### config.mk
export PLATFORM = sky130hd
export DESIGN_NAME = ccio_port
export DESIGN_NICKNAME = d
export VERILOG_FILES = /design/src/hw/ccio_power_ctrl.v /design/src/hw/ccio_lane_steer.v /design/src/hw/ccio_port.v
export VERILOG_INCLUDE_DIRS = /design/src /design/src/hw
export SDC_FILE = /design/constraint.sdc
export NUM_CORES = 1
export LEC_CHECK = 0
export BUFFER_PORTS_ARGS = -buffer_cell sky130_fd_sc_hd__buf_2
export CORE_MARGIN = 1.5
export CORE_UTILIZATION = 40
export CTS_CLUSTER_DIAMETER = 150
export DETAILED_ROUTE_END_ITERATION = 10
export GPL_TIMING_DRIVEN = 0
export MAX_ROUTING_LAYER = met4
export PLACE_DENSITY_LB_ADDON = 0.2
export SLEW_MARGIN = 20
export SYNTH_ARGS = -nofsm -noshare
export SYNTH_HDL_FRONTEND = slang
export SYNTH_HIERARCHICAL = 1
export SYNTH_SLANG_ARGS = --single-unit
### constraint.sdc
create_clock -name mclk_in -period 4.8 [get_ports mclk_in]
set_input_delay 0.24 -clock mclk_in [delete_from_list [all_inputs] [get_ports mclk_in]]
set_output_delay 0.24 -clock mclk_in [all_outputs]
set_load 0.005 [all_outputs]
### src/hw/ccio_consts.vh
// Purpose: constants for the card configuration and I/O port block
// Assumes: attribute offsets are byte addresses on the host bus
// Notes:   bit positions are within the 8-bit register value
`ifndef CCIO_CONSTS_VH
`define CCIO_CONSTS_VH
`define CCIO_OFS_CFG_OPT      11'h200
`define CCIO_OFS_CFG_STATUS   11'h202
`define CCIO_OFS_PIN_REPL     11'h204
`define CCIO_OFS_SOCK_COPY    11'h206
`define CCIO_CS_SUMMARY_BIT   7
`define CCIO_CS_CHANGE_SIGNAL_ENABLE_BIT    6
`define CCIO_CS_IO8_BIT       5
`define CCIO_CS_PWRSAVE_BIT   2
`define CCIO_CS_INT_BIT       1
`define CCIO_PR_RDYCHG_BIT    5
`define CCIO_PR_WLCHG_BIT     4
`define CCIO_PR_RDYLIVE_BIT   1
`define CCIO_PR_WLLIVE_BIT    0
`define CCIO_SC_DRIVE_BIT     4
`define CCIO_CFG_INDEX_RESET  6'h00
`define CCIO_PWR_SETTLE_NS    1000
`define CCIO_CLK_NS           100
`define CCIO_PWR_SETTLE_CYC   ((`CCIO_PWR_SETTLE_NS + `CCIO_CLK_NS - 1) / `CCIO_CLK_NS)
`define CCIO_IDLE_CYC         4000
`endif

### src/hw/ccio_power_ctrl.v
// Purpose: power state sequencing with busy indication
// Assumes: one settle period per requested state change
// Notes:   idle timer drops to power save, a command wakes it
`timescale 1ns/10ps
`include "ccio_consts.vh"
module ccio_power_ctrl #(
  parameter SETTLE_CYC = `CCIO_PWR_SETTLE_CYC,
  parameter IDLE_CYC   = `CCIO_IDLE_CYC
)(
  input  wire mclk_in,
  input  wire reset_in,
  input  wire power_save_request_in,
  input  wire command_in,
  output reg  powered_down_out,
  output reg  busy_out
);
  reg        req_prev_q;
  reg [15:0] settle_q;
  reg [15:0] idle_q;
  always @(posedge mclk_in)
  begin
    if (reset_in)
    begin
      req_prev_q       <= 1'b0;
      settle_q         <= 16'h0000;
      idle_q           <= 16'h0000;
      powered_down_out <= 1'b0;
      busy_out         <= 1'b0;
    end
    else
    begin
      req_prev_q <= power_save_request_in;
      if (power_save_request_in != req_prev_q)
      begin
        busy_out <= 1'b1;
        settle_q <= SETTLE_CYC[15:0];
      end
      else if (settle_q > 16'h0001)
        settle_q <= settle_q - 16'h0001;
      else if (busy_out)
      begin
        busy_out         <= 1'b0;
        settle_q         <= 16'h0000;
        powered_down_out <= req_prev_q;
      end
      else if (command_in)
      begin
        idle_q           <= 16'h0000;
        powered_down_out <= req_prev_q;
      end
      else if (idle_q == IDLE_CYC[15:0] - 16'h0001)
        powered_down_out <= 1'b1;
      else
        idle_q <= idle_q + 16'h0001;
    end
  end
endmodule // ccio_power_ctrl

### src/hw/ccio_lane_steer.v
// Purpose: byte lane steering for I/O transfers
// Assumes: internal side is one 16-bit word, even byte low
// Notes:   lane output enables active low, write byte enables active high, one per byte lane
`timescale 1ns/10ps
module ccio_lane_steer (
  input  wire        low_byte_select_n_in,
  input  wire        high_byte_select_n_in,
  input  wire        addr0_in,
  input  wire [15:0] rd_word_in,
  input  wire [15:0] bus_data_in,
  output reg  [15:0] bus_data_out,
  output reg         lo_lane_oe_n_out,
  output reg         hi_lane_oe_n_out,
  output reg  [15:0] wr_word_out,
  output reg  [1:0]  wr_byte_en_out
);
  always @*
  begin
    bus_data_out     = 16'h0000;
    lo_lane_oe_n_out = 1'b1;
    hi_lane_oe_n_out = 1'b1;
    wr_word_out      = 16'h0000;
    wr_byte_en_out   = 2'b00;
    case ({high_byte_select_n_in, low_byte_select_n_in})
      2'b10:
      begin
        lo_lane_oe_n_out   = 1'b0;
        bus_data_out[7:0]  = addr0_in ? rd_word_in[15:8] : rd_word_in[7:0];
        wr_word_out        = {bus_data_in[7:0], bus_data_in[7:0]};
        wr_byte_en_out     = addr0_in ? 2'b10 : 2'b01;
      end
      2'b00:
      begin
        lo_lane_oe_n_out = 1'b0;
        hi_lane_oe_n_out = 1'b0;
        bus_data_out     = rd_word_in;
        wr_word_out      = bus_data_in;
        wr_byte_en_out   = 2'b11;
      end
      2'b01:
      begin
        hi_lane_oe_n_out   = 1'b0;
        bus_data_out[15:8] = rd_word_in[15:8];
        wr_word_out        = {bus_data_in[15:8], 8'h00};
        wr_byte_en_out     = 2'b10;
      end
      default:
      begin
        bus_data_out = 16'h0000;
      end
    endcase
  end
endmodule // ccio_lane_steer

### src/hw/ccio_port.v
// Purpose: card configuration registers and I/O lane steering
// Assumes: host strobes synchronous to mclk_in; one access per strobe
// Notes:   lane enables low while driving; I/O word goes to core ports
`timescale 1ns/10ps
`include "ccio_consts.vh"
module ccio_port #(
  parameter SETTLE_CYC = `CCIO_PWR_SETTLE_CYC,
  parameter IDLE_CYC   = `CCIO_IDLE_CYC
)(
  input  wire        mclk_in,
  input  wire        reset_in,
  input  wire        soft_reset_in,
  input  wire        low_byte_select_n_in,
  input  wire        high_byte_select_n_in,
  input  wire        attribute_select_n_in,
  input  wire        output_enable_n_in,
  input  wire        write_enable_n_in,
  input  wire        io_read_strobe_n_in,
  input  wire        io_write_strobe_n_in,
  input  wire [10:0] addr_in,
  input  wire [15:0] data_in,
  input  wire        io_decode_hit_in,
  input  wire [15:0] io_rd_word_in,
  input  wire        core_irq_in,
  input  wire        irq_disable_bit_in,
  input  wire        core_command_in,
  input  wire        core_busy_in,
  output reg  [15:0] data_out,
  output reg         lo_lane_oe_n_out,
  output reg         hi_lane_oe_n_out,
  output reg         wide_port_pin_n_out,
  output reg         status_change_pin_n_out,
  output reg         ready_busy_line_out,
  output reg  [5:0]  config_index_out,
  output reg         drive_number_out,
  output reg         powered_down_out,
  output reg         io_wr_strobe_out,
  output reg  [15:0] io_wr_word_out,
  output reg  [1:0]  io_wr_byte_en_out
);
  reg        change_signal_enable_q;
  reg        eight_bit_io_request_q;
  reg        power_save_request_q;
  reg        ready_change_latch_q;
  reg        write_lock_change_latch_q;
  reg        live_ready_prev_q;
  reg        io_write_strobe_n_prev_q;
  reg        attr_wr_prev_q;
  wire       pwr_busy;
  wire       pwr_down;
  wire       live_ready_state;
  wire       live_write_lock;
  wire       io_mode;
  wire       summary;
  wire       int_view;
  wire       any_reset;
  wire       card_sel;
  wire       attr_rd;
  wire       attr_wr;
  wire       attr_wr_edge;
  wire       io_rd;
  wire       io_wr;
  wire       io_hit;
  wire       attr_rd_ok;
  wire [7:0] cs_read;
  wire [7:0] pr_read;
  wire [7:0] sc_read;
  wire [15:0] steer_data;
  wire        steer_lo_oe_n;
  wire        steer_hi_oe_n;
  wire [15:0] steer_wr_word;
  wire [1:0]  steer_wr_be;
  reg  [7:0]  attr_byte;
  reg         attr_hit;
  wire        rdy_chg_wr;
  wire        wl_chg_wr;

  ccio_power_ctrl #(
    .SETTLE_CYC (SETTLE_CYC),
    .IDLE_CYC   (IDLE_CYC)
  ) u_power (
    .mclk_in               (mclk_in),
    .reset_in              (any_reset),
    .power_save_request_in (power_save_request_q),
    .command_in            (core_command_in),
    .powered_down_out      (pwr_down),
    .busy_out              (pwr_busy)
  );

  ccio_lane_steer u_steer (
    .low_byte_select_n_in  (low_byte_select_n_in),
    .high_byte_select_n_in (high_byte_select_n_in),
    .addr0_in              (addr_in[0]),
    .rd_word_in            (io_rd_word_in),
    .bus_data_in           (data_in),
    .bus_data_out          (steer_data),
    .lo_lane_oe_n_out      (steer_lo_oe_n),
    .hi_lane_oe_n_out      (steer_hi_oe_n),
    .wr_word_out           (steer_wr_word),
    .wr_byte_en_out        (steer_wr_be)
  );

  assign any_reset        = reset_in | soft_reset_in;
  assign card_sel         = ~low_byte_select_n_in | ~high_byte_select_n_in;
  assign io_mode          = (config_index_out != 6'h00);
  assign live_ready_state = ~(pwr_busy | core_busy_in);
  assign live_write_lock  = 1'b0;
  assign summary          = ready_change_latch_q | write_lock_change_latch_q;
  assign int_view         = core_irq_in & ~irq_disable_bit_in;
  assign attr_rd  = ~low_byte_select_n_in & ~attribute_select_n_in & ~output_enable_n_in & write_enable_n_in;
  assign attr_wr  = ~low_byte_select_n_in & ~attribute_select_n_in & output_enable_n_in & ~write_enable_n_in;
  assign attr_wr_edge = attr_wr & ~attr_wr_prev_q;
  // I/O answers only in I/O mode
  assign io_hit   = card_sel & ~attribute_select_n_in & io_mode & io_decode_hit_in;
  assign io_rd    = io_hit & ~io_read_strobe_n_in & io_write_strobe_n_in;
  assign io_wr    = io_hit & io_read_strobe_n_in & ~io_write_strobe_n_in;
  // odd and unmapped attribute reads stay off the bus
  assign attr_rd_ok = attr_rd & attr_hit & ~addr_in[0];

  assign cs_read = {summary, change_signal_enable_q, eight_bit_io_request_q, 2'b00,
                    power_save_request_q, int_view, 1'b0};
  assign pr_read = {2'b00, ready_change_latch_q, write_lock_change_latch_q, 2'b11,
                    live_ready_state, live_write_lock};
  assign sc_read = {3'b000, drive_number_out, 4'h0};

  always @*
  begin
    attr_hit  = 1'b1;
    case (addr_in)
      `CCIO_OFS_CFG_OPT:    attr_byte = {2'b00, config_index_out};
      `CCIO_OFS_CFG_STATUS: attr_byte = cs_read;
      `CCIO_OFS_PIN_REPL:   attr_byte = pr_read;
      `CCIO_OFS_SOCK_COPY:  attr_byte = sc_read;
      default:
      begin
        attr_byte = 8'h00;
        attr_hit  = 1'b0;
      end
    endcase
  end

  assign rdy_chg_wr = attr_wr_edge & (addr_in == `CCIO_OFS_PIN_REPL) & data_in[`CCIO_PR_RDYLIVE_BIT];
  assign wl_chg_wr  = attr_wr_edge & (addr_in == `CCIO_OFS_PIN_REPL) & data_in[`CCIO_PR_WLLIVE_BIT];

  always @(posedge mclk_in)
  begin
    if (any_reset)
    begin
      change_signal_enable_q    <= 1'b0;
      eight_bit_io_request_q    <= 1'b0;
      power_save_request_q      <= 1'b0;
      ready_change_latch_q      <= 1'b0;
      write_lock_change_latch_q <= 1'b0;
      config_index_out          <= `CCIO_CFG_INDEX_RESET;
      drive_number_out          <= 1'b0;
      live_ready_prev_q         <= 1'b1;
      attr_wr_prev_q            <= 1'b0;
    end
    else
    begin
      live_ready_prev_q <= live_ready_state;
      attr_wr_prev_q    <= attr_wr;
      if (attr_wr_edge)
      begin
        case (addr_in)
          `CCIO_OFS_CFG_OPT:
            config_index_out <= data_in[5:0];
          `CCIO_OFS_CFG_STATUS:
          begin
            change_signal_enable_q <= data_in[`CCIO_CS_CHANGE_SIGNAL_ENABLE_BIT];
            eight_bit_io_request_q <= data_in[`CCIO_CS_IO8_BIT];
            power_save_request_q   <= data_in[`CCIO_CS_PWRSAVE_BIT];
          end
          `CCIO_OFS_SOCK_COPY:
            drive_number_out <= data_in[`CCIO_SC_DRIVE_BIT];
          default:
            drive_number_out <= drive_number_out;
        endcase
      end
      // set on ready change wins over host write
      if (live_ready_state != live_ready_prev_q)
        ready_change_latch_q <= 1'b1;
      else if (rdy_chg_wr)
        ready_change_latch_q <= data_in[`CCIO_PR_RDYCHG_BIT];
      // lock never changes, host write only
      if (wl_chg_wr)
        write_lock_change_latch_q <= data_in[`CCIO_PR_WLCHG_BIT];
    end
  end

  always @(posedge mclk_in)
  begin
    if (reset_in)
    begin
      data_out                <= 16'h0000;
      lo_lane_oe_n_out        <= 1'b1;
      hi_lane_oe_n_out        <= 1'b1;
    end
    else
    begin
      if (attr_rd_ok)
      begin
        data_out         <= {8'h00, attr_byte};
        lo_lane_oe_n_out <= 1'b0;
        hi_lane_oe_n_out <= 1'b1;
      end
      else if (io_rd)
      begin
        data_out         <= steer_data;
        lo_lane_oe_n_out <= steer_lo_oe_n;
        hi_lane_oe_n_out <= steer_hi_oe_n;
      end
      else
      begin
        data_out         <= 16'h0000;
        lo_lane_oe_n_out <= 1'b1;
        hi_lane_oe_n_out <= 1'b1;
      end
    end
  end

  // host-visible status pins
  always @(posedge mclk_in)
  begin
    if (reset_in)
    begin
      wide_port_pin_n_out     <= 1'b1;
      status_change_pin_n_out <= 1'b1;
      ready_busy_line_out     <= 1'b0;
      powered_down_out        <= 1'b0;
    end
    else
    begin
      powered_down_out <= pwr_down;
      ready_busy_line_out <= live_ready_state;
      status_change_pin_n_out <= ~(io_mode & summary & change_signal_enable_q);
      wide_port_pin_n_out <= ~io_hit;
    end
  end

  // one core write per strobe, first cycle only
  always @(posedge mclk_in)
  begin
    if (reset_in)
    begin
      io_wr_strobe_out  <= 1'b0;
      io_wr_word_out    <= 16'h0000;
      io_wr_byte_en_out <= 2'b00;
      io_write_strobe_n_prev_q       <= 1'b0;
    end
    else
    begin
      io_write_strobe_n_prev_q      <= io_wr;
      io_wr_strobe_out <= io_wr & ~io_write_strobe_n_prev_q;
      if (io_wr & ~io_write_strobe_n_prev_q)
      begin
        io_wr_word_out    <= steer_wr_word;
        io_wr_byte_en_out <= steer_wr_be;
      end
    end
  end
endmodule // ccio_port

* Yosys cells after proc, flatten, opt, wreduce, memory -nomap -nowiden *
Index checks and enable logic that the tools add are counted.

word-level totals
  flip-flop bits (word level) = 91
  latch bits = 0
  RAM bits = 0
  ROM bits = 0
  input port bits = 58
  output and inout bits = 48
  memories kept = 0

cells by class
  add/subtract/negate cells = 2
  multipliers = 0
  div/mod/pow operators = 0
  $lt $le $gt $ge = 1
  equality and inequality tests = 11
  shift operators = 0
  muxes and demuxes = 25
  bitwise logic cells = 45
  reductions and logical operators = 17

operator list
  operator               count
  $mux 16                4
  $pmux 16 s3            1
  $eq 11x10->1 const B   4
  $pmux 8 s4             1
  $mux 8                 3
  $and 1x1->1            22
  $not 1->1              19
  $add 16x1->16 const B  1
  $eq 16x12->1 const B   1
  $gt 16x1->1 const B    1
  $pmux 8 s2             1
  $sub 16x1->16 const B  1
  $mux 1                 12
  $reduce_or 4->1        2
  $pmux 2 s3             1
  $reduce_and 2->1       3
  $reduce_bool 3->1      2
  $reduce_bool 6->1      1
  $reduce_or 2->1        3
  $mux 4                 1
  $or 1x1->1             4
  $reduce_and 4->1       1
  $reduce_bool 2->1      2
  $reduce_and 3->1       1
  8 further kinds        9

* Depth between registers and ports, before layout *
Gate-level depths: netlist (run 1).

  word-level depth = 9
  gate-level depth with buffers = 9
  gate-level depth less buffers = 6

* Modules after synthesis *
Netlist (run 1), hierarchy kept.

modules (own cells, without submodules)
  module           times used  cells an instance  area each (sq um)  sequential area each (sq um)
  ccio_port        1           241                2182.1             1121.1
  ccio_power_ctrl  1           209                1785.5             700.7
  ccio_lane_steer  1           61                 486.7              0.0

* Least setup slack after synthesis (run 1) *
Ideal clock, no wire load.

  path type = reg2reg
  start point = reg u_power.settle_q[2]
  end point = reg u_power.idle_q[13]
  setup time = 0.070 ns
  arrival time = 1.987 ns
  required time = 4.730 ns
  slack = 2.743 ns
  stages on the path, launching flop included = 6
  period minus slack after synthesis = 2.057 ns
  cells stage by stage = dfxtp_1 > or4_4 > nor4_4 > nand4_4 > or4_1 > a21oi_1

on the way
  cells in the longest elaborated chain, start to end = 3

RTL lines
  what                               line                  text
  from (decl)                        ccio_power_ctrl.v:18  reg [15:0] settle_q;
  from (signal assigned)             ccio_power_ctrl.v:36  settle_q <= SETTLE_CYC[15:0];
  from (signal assigned)             ccio_power_ctrl.v:39  settle_q <= settle_q - 16'h0001;
  $gt 16x1->1                        ccio_power_ctrl.v:38  else if (settle_q > 16'h0001)
  $not 1->1 (no source line)         --
  $reduce_and 4->1 (no source line)  --
  to (signal assigned)               ccio_power_ctrl.v:54  idle_q <= idle_q + 16'h0001;
  to (decl)                          ccio_power_ctrl.v:19  reg [15:0] idle_q;

Every way passes these cells.
A chain may end at the register's enable or synchronous reset.

* Final worst setup path (run 1) *
  start point = reg u_power.idle_q[12]
  end point = reg u_power.idle_q[5]

on the way
  cells in the longest elaborated chain, start to end = 3

RTL lines
  what                               line                  text
  $eq 16x12->1                       ccio_power_ctrl.v:51  else if (idle_q == IDLE_CYC[15:0] - 16'h0001)
  $ne 2x2->1 (no source line)        --
  $reduce_and 4->1 (no source line)  --

Every way passes these cells.

==> impl_table.tex, run 1 <==
\begin{tabular}{lr}
\hline
Metric & Value \\
\hline
\multicolumn{2}{l}{\textbf{Global route}} \\
\quad First-pass GRT wire length & 18,610 µm \\
\quad Remaining global-route overflow & 0 \\
\quad Overall Global Routing Usage & 20.85\% \\
\quad Via count of the first global-routing pass & 3,928 \\
\quad Number of antenna violations at the first check in global routing & 0 \\
\quad Largest net degree at the start of global routing & 15 \\
\multicolumn{2}{l}{\textbf{Power and ir drop}} \\
\quad Clock share of power & 24.1\% \\
\quad Internal power component & 0.001484 W \\
\quad Net switching power & 0.0008665 W \\
\quad Switching portion of total power & 36.86\% \\
\quad Total power of the final layout & 0.002351 W \\
\quad Portion of total power attributed to sequential cells & 37.1\% \\
\quad Combinational cell fraction of total power & 38.8\% \\
\quad Power density normalized to cell area & 438.7 nW/µm² \\
\quad Maximum VDD drop & 0.0003024 V \\
\quad Lkg Pwr & 2.138 nW \\
\multicolumn{2}{l}{\textbf{Drt}} \\
\quad Remaining routing DRC violations & 0 \\
\quad Detailed-route vias per instance & 5.375 \\
\quad Overall routed net length & 11,480 µm \\
\quad Detailed-route via count & 4,144 \\
\quad Number of design-rule violations left by the first detailed-router iteration & 179 \\
\quad Detail Route Antenna Nets & 0 \\
\quad Routed length per instance & 14.89 µm \\
\quad First-pass iteration count of the detailed router & 4 \\
\multicolumn{2}{l}{\textbf{Timing}} \\
\quad RSZ-0062 raised after global routing & false \\
\quad Final-report max-slew violation count & 0 \\
\quad Hold Violations, Final & 0 \\
\quad Measured slew at the worst slew-check pin & 0.7054 ns \\
\quad Setup\_tns & 0 ns \\
\quad Fin Clk Skew & 0.006098 ns \\
\quad Upper clock frequency limit & 430.0 MHz \\
\quad Period utilization & 48.45\% \\
\quad Worst Hold Margin & 0.1132 ns \\
\quad Relative slew slack & 52.31\% \\
\quad Final number of setup-violating endpoints & 0 \\
\quad Final critical delay including setup and external delays & 2.326 ns \\
\multicolumn{2}{l}{\textbf{Logic synthesis}} \\
\quad Leading area contributor after synthesis & sky130\_fd\_sc\_hd\_\_dfxtp\_1 \\
\quad Total of flip-flops plus latches after synthesis & 91 \\
\quad Post-Syn Instances & 511 \\
\quad Portion of the post-synthesis area used by sequential elements & 40.90\% \\
\quad Mapped cell area & 4454 µm² \\
\quad Number of unique standard cell types used by synthesis & 62 \\
\quad Total number of yosys warnings & 6 \\
\quad Net count of the mapped netlist & 572 \\
\quad Syn Area/Cell & 8.717 µm² \\
\quad Async S/R FF share, synth & 0\% \\
\quad Main flop type after synthesis & sky130\_fd\_sc\_hd\_\_dfxtp\_1 \\
\quad Post-synth EDFFs & 0 \\
\quad Cell types with the largest area share after synthesis & sky130\_fd\_sc\_hd\_\_dfxtp\_1 (41\%), sky130\_fd\_sc\_hd\_\_a21oi\_1 (6.1\%), sky130\_fd\_sc\_hd\_\_nand3\_1 (5.3\%) \\
\quad Top-area cell type share of the netlist area & 40.90\% \\
\multicolumn{2}{l}{\textbf{Worst setup path}} \\
\quad Length in cells of the worst reg-to-reg path & 5 \\
\quad Arr. time, crit path & 2.60 ns \\
\quad Crit Path Category & reg -> reg \\
\quad Startpoint type of the worst setup path & register \\
\quad Startpoint of the worst-slack reg-to-reg timing path & u\_power/idle\_q[12] \\
\quad Endpoint class of the critical path & register \\
\quad Endpoint of the worst-slack reg-to-reg timing path & u\_power/idle\_q[5] \\
\quad Worst reg-to-reg setup slack & 2.47 ns \\
\quad Worst Path Required & 5.08 ns \\
\quad Critical path fanouts, max & 5 \\
\multicolumn{2}{l}{\textbf{Cells and area}} \\
\quad Final layout net count & 687 \\
\quad Area occupied by registers & 1822 µm² \\
\quad Proportion of layout cells with a drive suffix above 1 & 28.37\% \\
\quad Fillers & 1,072 \\
\quad \# diodes & 0 \\
\quad Area taken by multi-input logic gates & 2416 µm² \\
\quad Layout Cells excl Fill & 771 \\
\quad Layout-stage area growth over the synthesis result & 20.28\% \\
\multicolumn{2}{l}{\textbf{CTS}} \\
\quad Max Root-Sink Buffers & 2 \\
\quad H-tree level count & 3 \\
\quad CTS Hold Bufs & 0 \\
\quad Post CTS Setup Buffer Count & 0 \\
\quad TritonCTS clock tree & done \\
\quad Clock latency on the worst-skew pair & 0.38 ns \\
\quad Inserted Clock Buffers & 9 \\
\quad Clock Sink Count & 91 \\
\quad Root Driver & sky130\_fd\_sc\_hd\_\_clkbuf\_8 \\
\quad Clk slew on worst S/H paths & 0.09 ns \\
\quad Post-cts gate resize count & 0 \\
\multicolumn{2}{l}{\textbf{Floorplan}} \\
\quad Starting Density & 41.09\% \\
\quad Horiz. Die Dim & 108.5 µm \\
\quad Core Region & 10,840 µm² \\
\quad Die footprint & 11,780 µm² \\
\quad Placement row count & 38 \\
\quad I/O pins & 106 \\
\quad Vertical die dimension & 108.5 µm \\
\multicolumn{2}{l}{\textbf{Placed design}} \\
\quad Half-perimeter wire length of the detailed placement result & 8765 µm \\
\quad Placed Instances & 755 \\
\quad Placer Congestion & 0.8887 \\
\quad Count of buffers inserted at the top-level ports & 104 \\
\multicolumn{2}{l}{\textbf{Outcome}} \\
\quad Outcome & complete, no violations \\
\multicolumn{2}{l}{\textbf{Min path}} \\
\quad Hold Path Sink & ready\_busy\_line\_out \\
\quad Hold Path Origin & core\_busy\_in \\
\quad Tightest Hold Check Type & in -> reg \\
\quad Hold-critical path depth & 2 \\
\multicolumn{2}{l}{\textbf{Job}} \\
\quad Max-capacitance violation count & 0 \\
\hline
\end{tabular}
==> sequential cells by signal, summed over array words and instances (netlist names), 2 cells and up <==
name	cells
io_wr_byte_en_out	2
config_index_out	6
io_wr_word_out	16
data_out	16
u_power/settle_q	16
u_power/idle_q	16
==> power groups by stage <==
stage	registers, W	clock network, W	logic (W)
4_1_cts	0.000872	0.000581	0.000914
6_report	0.000872	0.000567	0.000912
5_1_grt	0.000882	0.000607	0.00102
3_5_place_dp	0.000889	0	0.000909
2_1_floorplan	0.000875	0	0.000737
3_3_place_gp	0.000886	0	0.000898
==> Yosys cell counts (4+ instances only) <==
| master | number |
|---|---|
| sky130_fd_sc_hd__o31ai_1 | 7 |
| sky130_fd_sc_hd__nor2b_1 | 21 |
| sky130_fd_sc_hd__or4_1 | 12 |
| sky130_fd_sc_hd__a22o_2 | 5 |
| sky130_fd_sc_hd__a21oi_2 | 8 |
| sky130_fd_sc_hd__and2_2 | 7 |
| sky130_fd_sc_hd__xor2_1 | 6 |
| sky130_fd_sc_hd__or2_2 | 5 |
| sky130_fd_sc_hd__nand3_1 | 47 |
| sky130_fd_sc_hd__mux2i_1 | 6 |
| sky130_fd_sc_hd__buf_2 | 8 |
| sky130_fd_sc_hd__nand2_1 | 22 |
| sky130_fd_sc_hd__nor3_1 | 6 |
| sky130_fd_sc_hd__a21bo_1 | 8 |
| sky130_fd_sc_hd__clkbuf_1 | 15 |
| sky130_fd_sc_hd__nor2_1 | 32 |
| sky130_fd_sc_hd__nor4_1 | 5 |
| sky130_fd_sc_hd__xnor2_1 | 4 |
| sky130_fd_sc_hd__o21ai_0 | 42 |
| sky130_fd_sc_hd__a21oi_1 | 54 |
| sky130_fd_sc_hd__mux2_2 | 5 |
| sky130_fd_sc_hd__or3_1 | 9 |
| sky130_fd_sc_hd__nand2b_1 | 8 |
| sky130_fd_sc_hd__inv_1 | 10 |
| sky130_fd_sc_hd__dfxtp_1 | 91 |
| sky130_fd_sc_hd__mux2_4 | 4 |
==> cell usage in the layout (no fill, tap or decap), types with 4 or more instances in the layout <==
| cell | count |
|---|---|
| sky130_fd_sc_hd__nor2b_1 | 21 |
| sky130_fd_sc_hd__a22o_2 | 5 |
| sky130_fd_sc_hd__clkbuf_8 | 9 |
| sky130_fd_sc_hd__clkbuf_1 | 16 |
| sky130_fd_sc_hd__inv_1 | 10 |
| sky130_fd_sc_hd__a21oi_1 | 54 |
| sky130_fd_sc_hd__nand2_1 | 22 |
| sky130_fd_sc_hd__dfxtp_1 | 91 |
| sky130_fd_sc_hd__nand3_1 | 47 |
| sky130_fd_sc_hd__a21bo_1 | 8 |
| sky130_fd_sc_hd__mux2_2 | 5 |
| sky130_fd_sc_hd__nor4_1 | 5 |
| sky130_fd_sc_hd__buf_2 | 112 |
| sky130_fd_sc_hd__o31ai_1 | 7 |
| sky130_fd_sc_hd__mux2i_1 | 6 |
| sky130_fd_sc_hd__mux2_4 | 4 |
| sky130_fd_sc_hd__or2_2 | 5 |
| sky130_fd_sc_hd__nor3_1 | 6 |
| sky130_fd_sc_hd__o21ai_0 | 42 |
| sky130_fd_sc_hd__or4_1 | 12 |
| sky130_fd_sc_hd__nand2b_1 | 8 |
| sky130_fd_sc_hd__xnor2_1 | 4 |
| sky130_fd_sc_hd__clkinv_2 | 4 |
| sky130_fd_sc_hd__and2_2 | 7 |
| sky130_fd_sc_hd__or3_1 | 9 |
| sky130_fd_sc_hd__xor2_1 | 6 |
| sky130_fd_sc_hd__nor2_1 | 32 |
| sky130_fd_sc_hd__a21oi_2 | 8 |
==> worst max path at each step <==
stage,start,end,slack (ns),cells after the start
after global placement,reset_in,u_power/settle_q[13],2.46,8
after global routing,u_power/settle_q[0],u_power/idle_q[13],2.29,9
after detailed placement,reset_in,u_power/settle_q[9],2.43,8
final,u_power/idle_q[12],u_power/idle_q[5],2.47,5
after floorplan,u_power/settle_q[2],u_power/idle_q[13],2.74,5
after CTS,u_power/idle_q[12],u_power/idle_q[5],2.47,5
==> through the flow <==
step | setup WS, ns | util (%) | instance area [µm²]
floorplan | 2.743 | - | 4454
global placement | 2.464 | 47.51 | 5150
detailed placement | 2.432 | 47.51 | 5150
CTS | 2.471 | 49.42 | 5358
global route | 2.291 | 49.42 | 5358
finish | 2.474 | 49.42 | 5358
==> cell families (layout without fill, tap and decap cells) <==
family          after synthesis  after routing  share of synthesized area, %
simple gates                203            203                         26.83
compound gates              146            146                         20.65
flops                        91             91                         40.90
buf+inv                      43            163                         4.859
mux                          15             15                         3.961
xor+xnor                     10             10                         1.966
fa+ha+maj                     3              3                        0.8428
==> layer usage <==
layer | part of all wire, % | up-vias | track usage, %
met1 | 44 | 1935 | 24.37
met2 | 48 | 101 | 34.82
met4 | 2.6 | 0 | 10.06
met5 | 0 | - | -
met3 | 4.8 | 18 | 3.315
li1 | - | 2090 | -
==> final cells by class <==
cell class	count	share of cell area (%)
multi-input combinational	377	45.10
sequential	91	34.00
buffer	33	3.340
inverter	10	0.7006
tap	140	3.269
clock inverter	6	1.495
clock buffer	10	2.382
timing repair buffer	104	9.715
==> critical path, cell delays in order (launching register included) <==
cell	delay (ns)
sky130_fd_sc_hd__dfxtp_1	0.34
sky130_fd_sc_hd__or4_1	0.53
sky130_fd_sc_hd__or4_1	0.68
sky130_fd_sc_hd__o2111ai_1	0.42
sky130_fd_sc_hd__nor3_1	0.08
sky130_fd_sc_hd__o21a_1	0.17
No activity file was read; power rests on OpenSTA's default activity.
==> run 2: changes to the inputs <==
==> constraint.sdc (replaced) <==
create_clock -name mclk_in -period 2.1 [get_ports mclk_in]
set_input_delay 0.105 -clock mclk_in [delete_from_list [all_inputs] [get_ports mclk_in]]
set_output_delay 0.105 -clock mclk_in [all_outputs]
set_load 0.005 [all_outputs]
==> impl_table.tex, run 2 (synthesis results as in run 1) <==
\begin{tabular}{lr}
\hline
Metric & Value \\
\hline
\multicolumn{2}{l}{\textbf{Outcome}} \\
\quad Outcome & finished, violations left \\
\quad Failing checks & negative setup slack \\
\multicolumn{2}{l}{\textbf{Floorplan}} \\
\quad Vertical die dimension & 108.5 µm (unchanged) \\
\quad I/O pins & 106 (unchanged) \\
\quad Placement row count & 38 (unchanged) \\
\quad Die footprint & 11,780 µm² (unchanged) \\
\quad Core Region & 10,840 µm² (unchanged) \\
\quad Horiz. Die Dim & 108.5 µm (unchanged) \\
\quad Starting Density & 41.09\% (unchanged) \\
\multicolumn{2}{l}{\textbf{Worst setup path}} \\
\quad Largest stage delay on the critical path & 0.67 ns (about the same) \\
\quad Endpoint of the worst-slack reg-to-reg timing path & u\_power/settle\_q[8] \\
\quad Crit Path Category & reg -> reg \\
\quad Buffers plus inverters on the worst setup path & 0 (unchanged) \\
\quad Cell with the biggest individual delay on the critical path & sky130\_fd\_sc\_hd\_\_nor4b\_1 \\
\quad Length in cells of the worst reg-to-reg path & 5 (unchanged) \\
\quad Crit path max-delay family & simple AND/OR/NAND/NOR gates \\
\quad Startpoint type of the worst setup path & register \\
\quad Endpoint class of the critical path & register \\
\quad Critical path fanouts, max & 4 (-1) \\
\quad Worst-path cell chain & or4\_4 > nor4b\_1 > o21ai\_0 > xor2\_1 > nor2\_1 \\
\quad Worst Path Required & 2.41 ns (-2.67 ns) \\
\quad Worst reg-to-reg setup slack & -0.07 ns (-2.54 ns) \\
\quad Startpoint of the worst-slack reg-to-reg timing path & u\_power/settle\_q[5] \\
\quad Arr. time, crit path & 2.47 ns (-0.13 ns) \\
\multicolumn{2}{l}{\textbf{Drt}} \\
\quad Overall routed net length & 12,120 µm (+5.5\%) \\
\quad Routed length per instance & 15.30 µm (+2.7\%) \\
\quad Remaining routing DRC violations & 0 (unchanged) \\
\quad Wl on met1 & 5215 µm (+2.6\%) \\
\quad Detailed-route via count & 4,281 (+3.3\%) \\
\quad Detailed-route vias per instance & 5.405 (+0.57\%) \\
\quad Detail Route Antenna Nets & 0 (unchanged) \\
\quad Amount of wire on met3 after detailed routing & 565 µm (+1.6\%) \\
\quad Routed length on met2 & 6036 µm (+8.9\%) \\
\quad Number of design-rule violations left by the first detailed-router iteration & 184 (+2.8\%) \\
\quad First-pass iteration count of the detailed router & 4 (unchanged) \\
\quad Highest metal layer with signal wires & met4 \\
\multicolumn{2}{l}{\textbf{Cells and area}} \\
\quad Layout-stage area growth over the synthesis result & 28.96\% \\
\quad Highest-count cells in the layout ignoring fill and taps & sky130\_fd\_sc\_hd\_\_buf\_2 (109), sky130\_fd\_sc\_hd\_\_dfxtp\_1 (83), sky130\_fd\_sc\_hd\_\_a21oi\_1 (48), sky130\_fd\_sc\_hd\_\_nand3\_1 (47), sky130\_fd\_sc\_hd\_\_o21ai\_0 (41) \\
\quad Most common cell after layout, fill and taps aside & sky130\_fd\_sc\_hd\_\_buf\_2 \\
\quad Final layout net count & 708 (+3.1\%) \\
\quad Fillers & 1,059 (-1.2\%) \\
\quad Proportion of layout cells with a drive suffix above 1 & 35.74\% (+7.4 points) \\
\quad \# diodes & 0 (unchanged) \\
\multicolumn{2}{l}{\textbf{Timing}} \\
\quad Relative slew slack & 51.26\% (-1.0 points) \\
\quad Final-report max-slew violation count & 0 (unchanged) \\
\quad Final number of setup-violating endpoints & 13 (+13) \\
\quad Measured slew at the worst slew-check pin & 0.7209 ns (+0.01544 ns) \\
\quad Hold Violations, Final & 0 (unchanged) \\
\quad RSZ-0062 raised after global routing & true \\
\quad Fin Clk Skew & 0.006873 ns (+0.0007754 ns) \\
\quad Final critical delay including setup and external delays & 2.168 ns (-0.1580 ns) \\
\quad Worst Hold Margin & 0.009301 ns (-0.1039 ns) \\
\quad Upper clock frequency limit & 461.3 MHz (+7.3\%) \\
\quad Period utilization & 103.2\% (+55 points) \\
\quad Worst-case setup margin in the final layout & -0.06768 ns (-2.542 ns) \\
\multicolumn{2}{l}{\textbf{Placed design}} \\
\quad Placer Congestion & 0.8887 (unchanged) \\
\quad Count of buffers inserted at the top-level ports & 104 (unchanged) \\
\quad Half-perimeter wire length of the detailed placement result & 8765 µm (unchanged) \\
\multicolumn{2}{l}{\textbf{CTS}} \\
\quad Root Driver & sky130\_fd\_sc\_hd\_\_clkbuf\_8 \\
\quad Inserted Clock Buffers & 9 (unchanged) \\
\quad Clk slew on worst S/H paths & 0.09 ns (about the same) \\
\quad H-tree level count & 3 (unchanged) \\
\quad Max Root-Sink Buffers & 2 (unchanged) \\
\quad Clock latency on the worst-skew pair & 0.38 ns (about the same) \\
\quad Clock Sink Count & 91 (unchanged) \\
\quad TritonCTS clock tree & done \\
\multicolumn{2}{l}{\textbf{Power and ir drop}} \\
\quad Portion of total power attributed to sequential cells & 32.9\% (-4.2 points) \\
\quad Switching portion of total power & 36.99\% (+0.13 points) \\
\quad Lkg Pwr & 2.281 nW (+6.7\%) \\
\quad Net switching power & 0.002285 W (+160\%) \\
\quad Power density normalized to cell area & 1075 nW/µm² (+150\%) \\
\quad Internal power component & 0.003892 W (+160\%) \\
\quad Maximum VDD drop & 0.0009421 V (+210\%) \\
\quad Total power of the final layout & 0.006178 W (+160\%) \\
\quad Combinational cell fraction of total power & 46.1\% (+7.3 points) \\
\quad Clock share of power & 21.0\% (-3.1 points) \\
\multicolumn{2}{l}{\textbf{Global route}} \\
\quad Overall Global Routing Usage & 21.34\% (+0.49 points) \\
\quad Remaining global-route overflow & 0 (unchanged) \\
\quad Largest net degree at the start of global routing & 15 (unchanged) \\
\quad First-pass GRT wire length & 19,050 µm (+2.4\%) \\
\quad Number of antenna violations at the first check in global routing & 0 (unchanged) \\
\quad Via count of the first global-routing pass & 4,015 (+2.2\%) \\
\multicolumn{2}{l}{\textbf{Min path}} \\
\quad Hold Path Sink & config\_index\_out[0] \\
\quad Hold Path Origin & data\_in[0] \\
\quad Hold-critical path depth & 3 (+1) \\
\quad Tightest Hold Check Type & in -> reg \\
\multicolumn{2}{l}{\textbf{Job}} \\
\quad Max-capacitance violation count & 0 (unchanged) \\
\hline
\end{tabular}
==> run 2: area by class of cell <==
type	count	area [µm²]	share of cell area [%]
clock inverter	6	80.08	1.394
clock buffer	10	127.6	2.222
tap	140	175.2	3.049
timing repair buffer	126	691.9	12.05
inverter	10	37.54	0.6535
sequential	91	1842	32.06
buffer	32	196.4	3.420
multi-input combinational	377	2594	45.15
==> run 2: per-layer routing <==
layer	track usage [%]	up-vias
met5	-	-
met4	10.06	0
met3	3.315	19
met2	35.98	94
met1	24.79	2035
li1	-	2133
==> run 2: repair_timing <==
action	4_1_cts	5_1_grt
pin swaps	13	16
gates resized for setup	13	44
cloned	1	0
hold buffers	2	0
buffers inserted	5	14
endpoints found under the setup margin	21	32
endpoints found under the hold margin	2	0
==> run 2: worst max-delay path by stage <==
stage / start / to / slack (ns) / cells after the start
finish: u_power/settle_q[5] / u_power/settle_q[8] / -0.07 / 5
global route: u_power/settle_q[7] / u_power/idle_q[11] / -0.14 / 7
CTS: u_power/settle_q[5] / u_power/idle_q[13] / -0.15 / 5
detailed placement: u_power/idle_q[12] / u_power/idle_q[5] / -0.21 / 5
global placement: u_power/idle_q[12] / u_power/idle_q[5] / -0.19 / 5
floorplan: u_power/settle_q[2] / u_power/idle_q[13] / 0.04 / 5
==> run 2: power by group through the flow <==
stage	logic (W)	registers (W)	clock network, W
6_report	0.00285	0.00203	0.00130
5_1_grt	0.00311	0.00205	0.00139
4_1_cts	0.00236	0.00200	0.00133
3_5_place_dp	0.00208	0.00203	0
3_3_place_gp	0.00205	0.00202	0
2_1_floorplan	0.00168	0.00200	0
==> run 2: worst reg2reg max path: cells and delay by family (launching register included) <==
family          cells  cell delay, ns
xor+xnor            1            0.19
flops               1            0.33
simple gates        3            1.34
compound gates      1            0.25
==> run 2: stage by stage <==
stage	std cells	TNS (ns)	util (%)	area (µm²)	worst slack (ns)
after global routing	792	-1.817	52.99	5744	-0.1365
after global placement	755	-3.124	47.51	5150	-0.1909
after CTS	778	-1.455	50.48	5473	-0.1463
after detailed placement	755	-3.718	47.51	5150	-0.2106
final	792	-0.3721	52.99	5744	-0.06768
after floorplan	511	0	-	4454	0.04305
==> run 3: changes to the inputs <==
--- a/config.mk
+++ b/config.mk
@@ -7,7 +7,7 @@
 export NUM_CORES = 1
 export LEC_CHECK = 0
 export BUFFER_PORTS_ARGS = -buffer_cell sky130_fd_sc_hd__buf_2
-export CORE_MARGIN = 1.5
+export CAP_MARGIN = 10
 export CORE_UTILIZATION = 40
 export CTS_CLUSTER_DIAMETER = 150
 export DETAILED_ROUTE_END_ITERATION = 10
==> constraint.sdc (replaced) <==
create_clock -name mclk_in -period 2.1 [get_ports mclk_in]
set_input_delay 0.21 -clock mclk_in [delete_from_list [all_inputs] [get_ports mclk_in]]
set_output_delay 0.21 -clock mclk_in [all_outputs]
set_load 0.005 [all_outputs]
==> impl_table.tex, run 3 (synthesis results as in run 1) <==
\begin{tabular}{lr}
\hline
Metric & Value \\
\hline
\multicolumn{2}{l}{\textbf{Outcome}} \\
\quad Outcome & finished, violations left \\
\quad Failing checks & negative setup slack \\
\multicolumn{2}{l}{\textbf{Power and ir drop}} \\
\quad Combinational cell fraction of total power & 48.7\% (+2.6 points) \\
\quad Power density normalized to cell area & 1079 nW/µm² (+0.29\%) \\
\quad Clock share of power & 18.0\% (-3.0 points) \\
\quad Maximum VDD drop & 0.0006920 V (-27\%) \\
\quad Switching portion of total power & 38.01\% (+1.0 points) \\
\quad Portion of total power attributed to sequential cells & 33.3\% (+0.4 points) \\
\quad Total power of the final layout & 0.006109 W (-1.1\%) \\
\quad Internal power component & 0.003787 W (-2.7\%) \\
\quad Lkg Pwr & 2.239 nW (-1.9\%) \\
\quad Net switching power & 0.002322 W (+1.6\%) \\
\multicolumn{2}{l}{\textbf{Drt}} \\
\quad Detailed-route via count & 4,273 (-0.19\%) \\
\quad Routed length per instance & 15.17 µm (-0.88\%) \\
\quad Overall routed net length & 11,920 µm (-1.6\%) \\
\quad First-pass iteration count of the detailed router & 4 (unchanged) \\
\quad Remaining routing DRC violations & 0 (unchanged) \\
\quad Detailed-route vias per instance & 5.436 (+0.58\%) \\
\quad Detail Route Antenna Nets & 0 (unchanged) \\
\quad Number of design-rule violations left by the first detailed-router iteration & 195 (+6.0\%) \\
\multicolumn{2}{l}{\textbf{Placed design}} \\
\quad Placer Congestion & 0.8394 (-5.5\%) \\
\quad Area after DPL & 5150 µm² (unchanged) \\
\quad Half-perimeter wire length of the detailed placement result & 8784 µm (+0.22\%) \\
\quad Count of buffers inserted at the top-level ports & 104 (unchanged) \\
\multicolumn{2}{l}{\textbf{Job}} \\
\quad Max-capacitance violation count & 0 (unchanged) \\
\multicolumn{2}{l}{\textbf{Timing}} \\
\quad RSZ-0062 raised after global routing & true \\
\quad Fin Clk Skew & 0.005167 ns (-0.001706 ns) \\
\quad Setup\_tns & -0.03306 ns (+0.3390 ns) \\
\quad Final critical delay including setup and external delays & 2.123 ns (-0.04497 ns) \\
\quad Worst-case setup margin in the final layout & -0.02271 ns (+0.04497 ns) \\
\quad Final number of setup-violating endpoints & 2 (-11) \\
\quad Upper clock frequency limit & 471.1 MHz (+2.1\%) \\
\quad Final-report max-slew violation count & 0 (unchanged) \\
\quad Measured slew at the worst slew-check pin & 0.5809 ns (-0.1400 ns) \\
\quad Hold Violations, Final & 0 (unchanged) \\
\quad Relative slew slack & 61.13\% (+9.9 points) \\
\quad Period utilization & 101.1\% (-2.1 points) \\
\multicolumn{2}{l}{\textbf{Global route}} \\
\quad Number of antenna violations at the first check in global routing & 0 (unchanged) \\
\quad Largest net degree at the start of global routing & 14 (-1) \\
\quad Remaining global-route overflow & 0 (unchanged) \\
\quad Via count of the first global-routing pass & 3,940 (-1.9\%) \\
\quad Overall Global Routing Usage & 21.45\% (+0.12 points) \\
\quad First-pass GRT wire length & 18,950 µm (-0.54\%) \\
\multicolumn{2}{l}{\textbf{Worst setup path}} \\
\quad Crit path max-delay family & simple AND/OR/NAND/NOR gates \\
\quad Arr. time, crit path & 2.38 ns (-0.09 ns) \\
\quad Critical path fanouts, max & 5 (+1) \\
\quad Worst-path cell chain & ha\_4 > or4bb\_1 > or4\_4 > o2111ai\_4 > nor3\_2 > o21a\_1 \\
\quad Cell with the biggest individual delay on the critical path & sky130\_fd\_sc\_hd\_\_or4\_4 \\
\quad Critical Path Stages & 6 (+1) \\
\quad Worst Path Required & 2.36 ns (-0.05 ns) \\
\quad Crit Path Category & reg -> reg \\
\quad Largest stage delay on the critical path & 0.60 ns (-0.07 ns) \\
\quad Length in cells of the worst reg-to-reg path & 6 (+1) \\
\quad Startpoint type of the worst setup path & register \\
\quad Endpoint class of the critical path & register \\
\quad Buffers plus inverters on the worst setup path & 0 (unchanged) \\
\multicolumn{2}{l}{\textbf{CTS}} \\
\quad Clock latency on the worst-skew pair & 0.36 ns (-0.02 ns) \\
\quad Root Driver & sky130\_fd\_sc\_hd\_\_clkbuf\_8 \\
\quad Inserted Clock Buffers & 9 (unchanged) \\
\quad H-tree level count & 3 (unchanged) \\
\quad Clock Sink Count & 91 (unchanged) \\
\quad Max Root-Sink Buffers & 2 (unchanged) \\
\quad CTS Hold Bufs & 0 (-2) \\
\quad TritonCTS clock tree & done \\
\quad Clk slew on worst S/H paths & 0.08 ns (about the same) \\
\multicolumn{2}{l}{\textbf{Cells and area}} \\
\quad Area occupied by registers & 1838 µm² (-0.20\%) \\
\quad Proportion of layout cells with a drive suffix above 1 & 35.29\% (-0.44 points) \\
\quad Final layout net count & 703 (-0.71\%) \\
\quad Fillers & 1,024 (-3.3\%) \\
\quad Area taken by multi-input logic gates & 2597 µm² (+0.14\%) \\
\quad \# diodes & 0 (unchanged) \\
\quad Post-Layout Inst Area & 5664 µm² (-1.4\%) \\
\quad Highest-count cells in the layout ignoring fill and taps & sky130\_fd\_sc\_hd\_\_buf\_2 (110), sky130\_fd\_sc\_hd\_\_dfxtp\_1 (82), sky130\_fd\_sc\_hd\_\_a21oi\_1 (50), sky130\_fd\_sc\_hd\_\_nand3\_1 (47), sky130\_fd\_sc\_hd\_\_o21ai\_0 (40) \\
\quad Layout-stage area growth over the synthesis result & 27.16\% \\
\quad Most common cell after layout, fill and taps aside & sky130\_fd\_sc\_hd\_\_buf\_2 \\
\quad Final core utilization & 52.25\% (-0.74 points) \\
\multicolumn{2}{l}{\textbf{Min path}} \\
\quad Hold-critical path depth & 2 (-1) \\
\quad Tightest Hold Check Type & in -> reg \\
\multicolumn{2}{l}{\textbf{Floorplan}} \\
\quad Vertical die dimension & 107.5 µm (-0.92\%) \\
\quad Placement row count & 38 (unchanged) \\
\quad Die footprint & 11,560 µm² (-1.8\%) \\
\quad Horiz. Die Dim & 107.5 µm (-0.92\%) \\
\quad I/O pins & 106 (unchanged) \\
\quad Starting Density & 41.09\% (unchanged) \\
\quad Core Region & 10,840 µm² (unchanged) \\
\hline
\end{tabular}
## run 3: power by group through the flow
| stage | sequential (W) | combinational, W | clock (W) |
|---|---|---|---|
| floorplan | 0.00200 | 0.00168 | 0 |
| global route | 0.00206 | 0.00324 | 0.00123 |
| finish | 0.00204 | 0.00298 | 0.00110 |
| CTS | 0.00199 | 0.00241 | 0.00114 |
| detailed placement | 0.00203 | 0.00209 | 0 |
| global placement | 0.00202 | 0.00205 | 0 |
## run 3: layer usage
metal  GRT usage (%)  wire (µm)  vias up
li1                -          -     2121
met1           25.44       5134     2003
met2           36.17       5946      128
met3           3.390        564       21
met4           8.806        276        0
met5               -          0        -
## run 3: per-stage QoR
step / setup WS (ns) / hold WS, ns / cells
after floorplan: 0.04305 / 0.2893 / 511
after global placement: -0.2224 / 0.4383 / 755
after detailed placement: -0.2453 / 0.4448 / 755
after CTS: -0.07235 / 0.08042 / 777
after global routing: -0.06672 / 0.08905 / 786
final: -0.02271 / 0.1122 / 786
## run 3: worst paths after layout
check | start | to | slack (ns)
worst max register to register | u_power/idle_q[0] | u_power/idle_q[5] | -0.02
worst min-delay path | core_busy_in | ready_busy_line_out | 0.11
worst max-delay path | u_power/idle_q[0] | u_power/idle_q[5] | -0.02
worst min register to register | change_signal_enable_q | status_change_pin_n_out | 0.47
## run 3: cell type report
cell class / count / share of cell area (%)
clock buffer: 13 / 2.982
clock inverter: 2 / 0.1767
tap: 140 / 3.093
inverter: 10 / 0.6627
multi-input combinational: 378 / 45.86
buffer: 32 / 3.490
timing repair buffer: 120 / 11.29
sequential: 91 / 32.45
## run 3: repair_timing
| action | 4_1_cts | 5_1_grt |
|---|---|---|
| pin swaps | 23 | 7 |
| gates cloned | 2 | 1 |
| setup endpoints to repair | 23 | 28 |
| setup buffers | 6 | 8 |
| resized for setup | 15 | 40 |
